--- config.mk ---
export PLATFORM = sky130hd
export DESIGN_NAME = shared_address_sfr_overlay
export DESIGN_NICKNAME = d
export VERILOG_FILES = /design/src/verilog/sfr_overlay_pkg.sv /design/src/verilog/shared_address_sfr_overlay.sv
export SDC_FILE = /design/constraint.sdc
export NUM_CORES = 1
export LEC_CHECK = 0
export ABC_AREA = 0
export BUFFER_PORTS_ARGS = -buffer_cell sky130_fd_sc_hd__buf_2
export CORE_MARGIN = 4
export CORE_UTILIZATION = 60
export DETAILED_ROUTE_END_ITERATION = 12
export GPL_ROUTABILITY_DRIVEN = 1
export PLACE_DENSITY_LB_ADDON = 0.05
export RECOVER_POWER = 100
export SYNTH_ARGS = -nofsm -noshare
export SYNTH_HDL_FRONTEND = slang
export SYNTH_SLANG_ARGS = --single-unit
--- constraint.sdc ---
create_clock -name core_clk_i -period 4.8 [get_ports core_clk_i]
set_input_delay 0.96 -clock core_clk_i [delete_from_list [all_inputs] [get_ports core_clk_i]]
set_output_delay 0.96 -clock core_clk_i [all_outputs]
set_load 0.03 [all_outputs]
--- src/verilog/sfr_overlay_pkg.sv ---
// Purpose: Constants and types shared by the overlaid register bank
// Assumes: Byte-addressed Avalon-MM, one 8-bit register per aligned word
// Notes:   Storage slots are physical registers; bus indices map onto them
package sfr_overlay_pkg;

	// Geometry
	localparam int          NUM_SLOTS   = 23;      // Physical 8-bit registers
	localparam int          ADDR_W      = 6;       // Byte address width
	localparam int          SLOT_W      = 5;       // Slot number width

	// Bus-side word indices that are not plain pairs
	localparam logic [3:0]  IX_LAST_PAIR = 4'h5;   // Indices 0..5 are shared pairs
	localparam logic [3:0]  IX_SSP_ADD   = 4'h6;   // Address/baud or address mask
	localparam logic [3:0]  IX_CON2      = 4'h7;   // Port control two
	localparam logic [3:0]  IX_ADC0      = 4'h8;   // Converter ctl 0 / analog high
	localparam logic [3:0]  IX_ADC1      = 4'h9;   // Converter ctl 1 / analog low
	localparam logic [3:0]  IX_WDT       = 4'hA;   // Watchdog and map control
	localparam logic [3:0]  IX_PARH      = 4'hB;   // Parallel high storage
	localparam logic [3:0]  IX_PARL      = 4'hC;   // Parallel low storage
	localparam logic [3:0]  IX_CTL       = 4'hD;   // Local mode control

	// Physical slots
	localparam logic [4:0]  SL_OSC  = 5'h00;       // Oscillator control
	localparam logic [4:0]  SL_MEM  = 5'h0B;       // External memory control
	localparam logic [4:0]  SL_ADD  = 5'h0C;       // Port address/baud
	localparam logic [4:0]  SL_MSK  = 5'h0D;       // Port address mask
	localparam logic [4:0]  SL_CON2 = 5'h0E;       // Port control two
	localparam logic [4:0]  SL_ADC0 = 5'h0F;       // Converter control zero
	localparam logic [4:0]  SL_ANC1 = 5'h10;       // Analog pin config high
	localparam logic [4:0]  SL_ADC1 = 5'h11;       // Converter control one
	localparam logic [4:0]  SL_ANC0 = 5'h12;       // Analog pin config low
	localparam logic [4:0]  SL_WDT  = 5'h13;       // Watchdog and map control
	localparam logic [4:0]  SL_PARH = 5'h14;       // Parallel high
	localparam logic [4:0]  SL_PARL = 5'h15;       // Parallel low
	localparam logic [4:0]  SL_CTL  = 5'h16;       // Local mode control
	localparam logic [4:0]  SL_NONE = 5'h17;       // Unmapped or absent

	// Field positions and patterns
	localparam int          MAP_SEL_BIT  = 4;      // Shared-map select in watchdog reg
	localparam int          OSC_STARTUP_STATUS_BIT     = 3;      // Start-up status in oscillator reg
	localparam int          LVD_BIT      = 6;      // Low-voltage status in watchdog reg
	localparam int          PAR_MODE_BIT = 0;      // Parallel storage as data out
	localparam int          SLAVE_BIT    = 1;      // Port runs as I2C slave
	localparam logic [3:0]  MASK_PATTERN = 4'h9;   // Opens the address mask

	// Values after reset, slot 22 down to slot 0
	localparam logic [NUM_SLOTS-1:0][7:0] SLOT_RESET = {
		8'h00, 8'h00, 8'h00, 8'h00, 8'h00, 8'h00, 8'h00, 8'h00,
		8'h00, 8'h00, 8'h00, 8'h00, 8'hFF, 8'h00, 8'h00, 8'h00,
		8'h00, 8'h00, 8'h00, 8'h00, 8'h00, 8'h00, 8'h64};

	// Writable bits, slot 22 down to slot 0
	localparam logic [NUM_SLOTS-1:0][7:0] SLOT_WMASK = {
		8'h03, 8'hFF, 8'hFF, 8'h91, 8'hDF, 8'hFF, 8'hFF, 8'hFF,
		8'hBF, 8'hFF, 8'hFF, 8'hB3, 8'hFF, 8'h01, 8'hFF, 8'h03,
		8'hBF, 8'h03, 8'hFF, 8'h1F, 8'hFF, 8'hBF, 8'hF3};

	// Bus handshake states
	typedef enum logic [1:0] {
		ST_IDLE = 2'b01,
		ST_ACK  = 2'b10
	} bus_state_t;

endpackage

--- src/verilog/shared_address_sfr_overlay.sv ---
// Purpose: Register bank where shared addresses reach one of two registers
// Assumes: Single core clock, synchronous active-low reset held 3+ edges
// Notes:   Peripherals behind the registers live elsewhere
`timescale 1ns/1ps

// Function
// - Select low reaches default legacy register
// - Select high reaches overlapping configuration register
// - Mask reachable only when control low nibble 1001
// - Large-package-only registers absent, read zero
// - Start-up status resets inverse of two-speed
// - Slave mode turns control bits into mask
// - Parallel address and data share storage
module shared_address_sfr_overlay #(
	parameter bit LARGE_PACKAGE = 1'b1                // 1 = larger package option
) (
	// Clock and reset
	input  wire logic                                core_clk_i,
	input  wire logic                                rst_b_i,
	// Avalon-MM slave
	input  wire logic [sfr_overlay_pkg::ADDR_W-1:0]  address_i,
	input  wire logic                                read_i,
	input  wire logic                                write_i,
	input  wire logic [31:0]                         writedata_i,
	input  wire logic [3:0]                          byteenable_i,
	output logic      [31:0]                         readdata_o,
	output logic                                     waitrequest_o,
	// Pins and status from outside this clock
	input  wire logic                                two_speed_en_i,
	input  wire logic                                lvd_status_i,
	// Block state toward the peripherals
	output logic                                     shared_map_select_o,
	output logic      [3:0]                          slave_addr_mask_o,
	output logic      [15:0]                         parallel_word_o,
	output logic                                     parallel_data_mode_o,
	output logic                                     osc_startup_status_o
);

	localparam int NS = sfr_overlay_pkg::NUM_SLOTS;

	// Slot numbers must fit the slot field, NONE included
	if (NS >= (1 << sfr_overlay_pkg::SLOT_W))
	begin : g_slot_check
		$error("Slot count does not fit slot width");
	end

	// All module state
	typedef struct packed {
		sfr_overlay_pkg::bus_state_t st;     // Handshake state
		logic                        wait_r; // Registered waitrequest
		logic [7:0]                  rdata;  // Read data held for the master
		logic [1:0]                  strap;  // Two-speed strap synchroniser
		logic [1:0]                  lvd;    // Low-voltage status synchroniser
		logic                        osc_startup_status;   // Start-up status
		logic [3:0]                  amask;  // Slave address mask out
		logic [NS-1:0][7:0]          regs;   // Physical storage
	} state_t;

	state_t q;       // Registered state
	state_t d;       // Next state
	logic [3:0] ix;  // Word index of the request
	logic sel;       // Shared-map select now
	logic [4:0] sl;  // Slot the request reaches
	logic [7:0] rv;  // Value a read returns

	// Byte address bits [1:0] are ignored; one register per word
	assign ix  = address_i[5:2];
	assign sel = q.regs[sfr_overlay_pkg::SL_WDT][sfr_overlay_pkg::MAP_SEL_BIT];

	// Word map, select low / select high:
	//   0 oscillator / reference clock out
	//   1 timer one high / open-drain one
	//   2 timer one low / open-drain two
	//   3 timer one control / open-drain three
	//   4 timer two count / pad config
	//   5 timer two period / external memory control
	//   6 address/baud, or address mask behind the pattern
	//   7 port control two, 8 converter zero / analog high
	//   9 converter one / analog low, 10 watchdog and map
	//   11 and 12 parallel storage, 13 local mode control
	// The select is read from storage, so a write that flips it
	// redirects the next access and never the one in flight
	// Bus index plus select state to physical slot
	function automatic logic [4:0] slot_of(input logic [3:0] i, input logic s,
		input logic [3:0] c2);
		logic [4:0] r;
		r = sfr_overlay_pkg::SL_NONE;
		if (i <= sfr_overlay_pkg::IX_LAST_PAIR)
		begin
			// Pairs sit side by side: default even, configuration odd
			r = {i, s};
		end
		else
		begin
			case (i)
				sfr_overlay_pkg::IX_SSP_ADD:
					// Mask only behind the pattern, select plays no part
					r = (c2 == sfr_overlay_pkg::MASK_PATTERN) ?
						sfr_overlay_pkg::SL_MSK : sfr_overlay_pkg::SL_ADD;
				sfr_overlay_pkg::IX_CON2: r = sfr_overlay_pkg::SL_CON2;
				sfr_overlay_pkg::IX_ADC0:
					r = s ? sfr_overlay_pkg::SL_ANC1 : sfr_overlay_pkg::SL_ADC0;
				sfr_overlay_pkg::IX_ADC1:
					r = s ? sfr_overlay_pkg::SL_ANC0 : sfr_overlay_pkg::SL_ADC1;
				sfr_overlay_pkg::IX_WDT:  r = sfr_overlay_pkg::SL_WDT;
				sfr_overlay_pkg::IX_PARH: r = sfr_overlay_pkg::SL_PARH;
				sfr_overlay_pkg::IX_PARL: r = sfr_overlay_pkg::SL_PARL;
				sfr_overlay_pkg::IX_CTL:  r = sfr_overlay_pkg::SL_CTL;
				default:                  r = sfr_overlay_pkg::SL_NONE;
			endcase
		end
		// Absent on the small package: reads zero, writes dropped
		if (r == sfr_overlay_pkg::SL_MEM && !LARGE_PACKAGE)
		begin
			r = sfr_overlay_pkg::SL_NONE;
		end
		return r;
	endfunction

	assign sl = slot_of(ix, sel, q.regs[sfr_overlay_pkg::SL_CON2][3:0]);

	// Read value with status bits merged in
	always_comb
	begin
		rv = 8'h00;
		// Out-of-range slots read zero rather than unknown
		if (sl < sfr_overlay_pkg::SL_NONE)
		begin
			rv = q.regs[sl];
		end
		if (sl == sfr_overlay_pkg::SL_OSC)
		begin
			// Bit 2 reads one, start-up status is read-only
			rv = {q.regs[sl][7:4], q.osc_startup_status, 1'b1, q.regs[sl][1:0]};
		end
		if (sl == sfr_overlay_pkg::SL_WDT)
		begin
			rv[sfr_overlay_pkg::LVD_BIT] = q.lvd[1];
		end
	end

	// Next-state logic
	// Reset is applied last so it overrides any access in flight; the
	// synchronisers stay out of it on purpose, so the strap is already
	// settled when the start-up status takes its value
	always_comb
	begin
		d = q;
		// Synchronisers run through reset so the strap is settled at release
		d.strap = {q.strap[0], two_speed_en_i};
		d.lvd   = {q.lvd[0], lvd_status_i};
		case (q.st)
			sfr_overlay_pkg::ST_IDLE:
			begin
				// One wait state: answer on the following cycle
				if (read_i || write_i)
				begin
					d.st     = sfr_overlay_pkg::ST_ACK;
					d.wait_r = 1'b0;
					d.rdata  = read_i ? rv : 8'h00;
				end
			end
			sfr_overlay_pkg::ST_ACK:
			begin
				d.st     = sfr_overlay_pkg::ST_IDLE;
				d.wait_r = 1'b1;
				// Write lands on the edge that sees waitrequest low
				if (write_i && byteenable_i[0] && sl < sfr_overlay_pkg::SL_NONE)
				begin
					// Only the selected slot of a pair is touched
					d.regs[sl] = (q.regs[sl] & ~sfr_overlay_pkg::SLOT_WMASK[sl]) |
						(writedata_i[7:0] & sfr_overlay_pkg::SLOT_WMASK[sl]);
				end
			end
			default:
			begin
				d.st     = sfr_overlay_pkg::ST_IDLE;
				d.wait_r = 1'b1;
			end
		endcase
		// Slave mode lends bits 5..2 to address masking
		if (d.regs[sfr_overlay_pkg::SL_CTL][sfr_overlay_pkg::SLAVE_BIT])
		begin
			d.amask = d.regs[sfr_overlay_pkg::SL_CON2][5:2];
		end
		else
		begin
			d.amask = 4'h0;
		end
		if (!rst_b_i)
		begin
			d.st     = sfr_overlay_pkg::ST_IDLE;
			d.wait_r = 1'b1;
			d.rdata  = 8'h00;
			d.amask  = 4'h0;
			d.regs   = sfr_overlay_pkg::SLOT_RESET;
			// Clear when two-speed start-up is on, set when off
			d.osc_startup_status   = ~q.strap[1];
		end
	end

	// State register
	always_ff @(posedge core_clk_i)
	begin
		q <= d;
	end

	// Outputs straight from flops
	assign readdata_o           = {24'h00_0000, q.rdata};
	assign waitrequest_o        = q.wait_r;
	assign shared_map_select_o  = sel;
	assign slave_addr_mask_o    = q.amask;
	// Same storage serves as address or data, mode bit says which
	assign parallel_word_o      = {q.regs[sfr_overlay_pkg::SL_PARH],
		q.regs[sfr_overlay_pkg::SL_PARL]};
	assign parallel_data_mode_o = q.regs[sfr_overlay_pkg::SL_CTL][sfr_overlay_pkg::PAR_MODE_BIT];
	assign osc_startup_status_o = q.osc_startup_status;

	// Checks
	// They watch the outputs and the storage against the bus inputs and
	// the strap; reads are judged one edge after the idle edge, when the
	// held read data stands for the master
	logic idle_req;  // Request seen while idle
	logic ack_wr;    // Write completing now
	assign idle_req = (q.st == sfr_overlay_pkg::ST_IDLE) && (read_i || write_i);
	assign ack_wr   = (q.st == sfr_overlay_pkg::ST_ACK) && write_i && byteenable_i[0];
endmodule // shared_address_sfr_overlay

==> flow_metrics.py <==
metrics = {
    "clock_network": {
        "cts_inserted_buffers": 22,
        "cts_hold_buf": 0,
        "cts_sinks": 203,
        "htree_levels": 1,
        "cts_tree": "built",
        "clockBufferDepth": 3,
        "cts-root-buf": "clkbuf_16",
        "clk_pin_slew_worst_paths_ns": 0.06,
        "post_cts_buffers": 0,
        "post_cts_resized": 0,
        "clk_latency_ns": 0.51,
    },
    "placed_design": {
        "io_buffers": 50,
        "dpl.hpwl_um": 16500,
        "gp_congestion": 0.844,
        "place_area_sq_um": 9650,
    },
    "timing": {
        "whs_ns": 0.327,
        "fmax_ghz": 0.259,
        "min_period_ns": 3.86,
        "rsz0062_at_grt": "no",
        "skew_ns": 0.0156,
        "hold_violations": 0,
        "period_share": 0.804,
        "worstMarginPinSlew_ns": 1.68,
        "fin_setup_tns_ns": 0,
        "finalSetupViolCount": 0,
        "max_slew_margin": -0.122,
        "maxSlewViolCount": 32,
    },
    "cells_and_area": {
        "drive_gt1_frac": 0.129,
        "syn_to_final_growth_pct": 4.65,
        "antenna_cells": 0,
        "nNetsFinal": 1123,
        "final_area_sq_um": 10200,
    },
    "synth": {
        "yosysTopAreaCellShare": 0.416,
        "synth_top_area_cell": "dfxtp_1",
        "synth-edff-count": 1,
        "synth_ff_type": "dfxtp_1",
        "seq_area_frac_synth": 0.419,
        "async_reset_ff_frac": 0,
        "synth.distinct_cells": 73,
        "synth-seq-cells": 203,
        "syn-cell-area_sq_um": 9720,
        "synth_area_leaders": "dfxtp_1 42%, mux2i_1 6.6%, nand2_1 5.9%",
        "synth_area_per_cell_sq_um": 8.91,
        "yosysWarnings": 0,
        "synthCells": 1091,
    },
    "die": {
        "fp.dieH_um": 135,
        "ios": 104,
        "start_util": 0.612,
        "design.core.area_sq_um": 15900,
        "rows": 46,
        "die_w_um": 135,
        "dieArea_sq_um": 18300,
    },
    "global_routing": {
        "grt_max_degree": 109,
        "grt_overflow": 0,
        "grt_pass1_wl_um": 40000,
        "track_usage": 0.275,
        "grt_pass1_vias": 6974,
        "antenna_found_initial": 0,
    },
    "detailed_routing": {
        "drt_iter0_drc": 637,
        "vias": 7611,
        "drc": 0,
        "drt_first_pass_iters": 5,
        "wirelength_um": 25500,
        "wl_per_cell_um": 19.5,
        "routed_via_density": 5.83,
        "detail-route-antenna-nets": 0,
    },
    "critical_path": {
        "cp_max_fo": 42,
        "cpPeakStageDelay_ns": 0.75,
        "crit_buf_inv": 2,
        "end_kind": "flip-flop",
        "cp_num_cells": 10,
        "cp_top_family": "buffers and inverters",
        "required_ns": 5.19,
        "slowest_stage": "clkbuf_1",
        "cp-start-kind": "input pin",
        "cp_data_arrival_time_ns": 4.25,
        "crit_type": "in2reg",
        "ff2ff_path_depth": 7,
        "worstPathCellList": "clkbuf_1, nor2_1, o21bai_1, and2_4, clkbuf_1, mux2i_1, mux2i_1, a32oi_1, o221ai_1, a221o_1",
    },
    "pwr": {
        "total_power_mw": 3.68,
        "p_per_area_nw_per_um2": 362,
        "power.leakage_nw": 3.66,
        "vdd_drop_max_uv": 319,
    },
    "job": {
        "drv_cap": 1,
    },
    "run_status": {
        "outcome": "finished, violations left",
        "violations": "capacitance limit, slew limit",
    },
    "worst_hold_path": {
        "min_path_type": "reg2reg",
        "whs_path_depth": 0,
    },
}
## cells by family after synthesis
family / after synthesis / share of synthesized area
AOI/OAI and AO/OA: 207 / 0.170
and+or+nand+nor: 464 / 0.237
buffers and inverters: 143 / 0.0952
DFF: 203 / 0.419
muxes: 72 / 0.0775
xor gates and xnor gates: 1 / 0.000902
other: 1 / 0.000386
## layer usage
layer / share of wire / track usage / vias up
li1: - / - / 3683
met1: 0.45 / 0.396 / 3574
met2: 0.45 / 0.426 / 288
met3: 0.071 / 0.0394 / 66
met4: 0.037 / 0.0924 / 0
met5: 0 / 0 / -
## cell usage after synthesis, drive strengths merged (9+ instances only)
library cell / count
clkbuf: 36
nand3: 33
nand4: 12
nor3: 10
dfxtp: 202
a21oi: 44
and3: 9
buf: 99
nand2: 156
nor2: 171
a311oi: 9
a211oi: 90
mux2i: 64
and2: 46
o21ai: 19
## sequential cells by signal, summed over array words and instances, names as in the netlist
signal,flops
parallel_data_mode_o,1
parallel_word_o,16
slave_addr_mask_o,4
shared_map_select_o,1
readdata_o,8
q,170
osc_startup_status_o,1
d,2
## stage by stage
step | util | instances | setup WS [ns]
2_1_floorplan | - | 1114 | 1.98
3_3_place_gp | 0.608 | 1267 | 1.03
3_5_place_dp | 0.608 | 1267 | 0.966
4_1_cts | 0.651 | 1306 | 1.48
5_1_grt | 0.640 | 1306 | 0.678
6_report | 0.640 | 1306 | 0.941
## path summary, 6_finish.rpt
path / from / to / slack [ns]
hold / removal: d[190]$_DFF_P_ / q[190]$_DFF_P_ / 0.33
setup reg to reg: shared_map_select_o$_SDFFE_PN0P_ / readdata_o[4]$_SDFFE_PN0P_ / 1.47
hold reg to reg: d[190]$_DFF_P_ / q[190]$_DFF_P_ / 0.33
setup / recovery: address_i[4] / readdata_o[0]$_SDFFE_PN0P_ / 0.94
## cell usage in the layout (no fill, tap or decap), types with 8 or more instances in the layout
master     count
and2_0        25
nand2_1      154
nor2_1       143
a211oi_2      18
and2_1        19
conb_1        24
buf_2         16
a311oi_1       8
and3_1         9
a21oi_1       43
nand4_1       12
buf_4         19
a211oi_1      72
clkbuf_1      41
nor2_4         9
dfxtp_1      202
mux2i_1       64
nor2_2        13
o211ai_1       8
o21ai_0       17
nor3_1         9
nand3_1       33
clkbuf_16     23
## layout make-up
class | instances | area, sq um
Clock inverter | 6 | 32.5
Multi-Input combinational cell | 768 | 4730
Sequential cell | 203 | 4070
Clock buffer | 33 | 663
Timing Repair Buffer | 72 | 365
Tap cell | 216 | 270
Inverter | 8 | 32.5
Fill cell | 1437 | 5720
## report_power, final
| part | switching [mW] | internal (mW) |
|---|---|---|
| clock network | 0.674 | 0.951 |
| registers | 0.00526 | 1.69 |
| logic | 0.273 | 0.0849 |
| total | 0.952 | 2.73 |
Note: power is estimated with default switching activity, not from simulation.
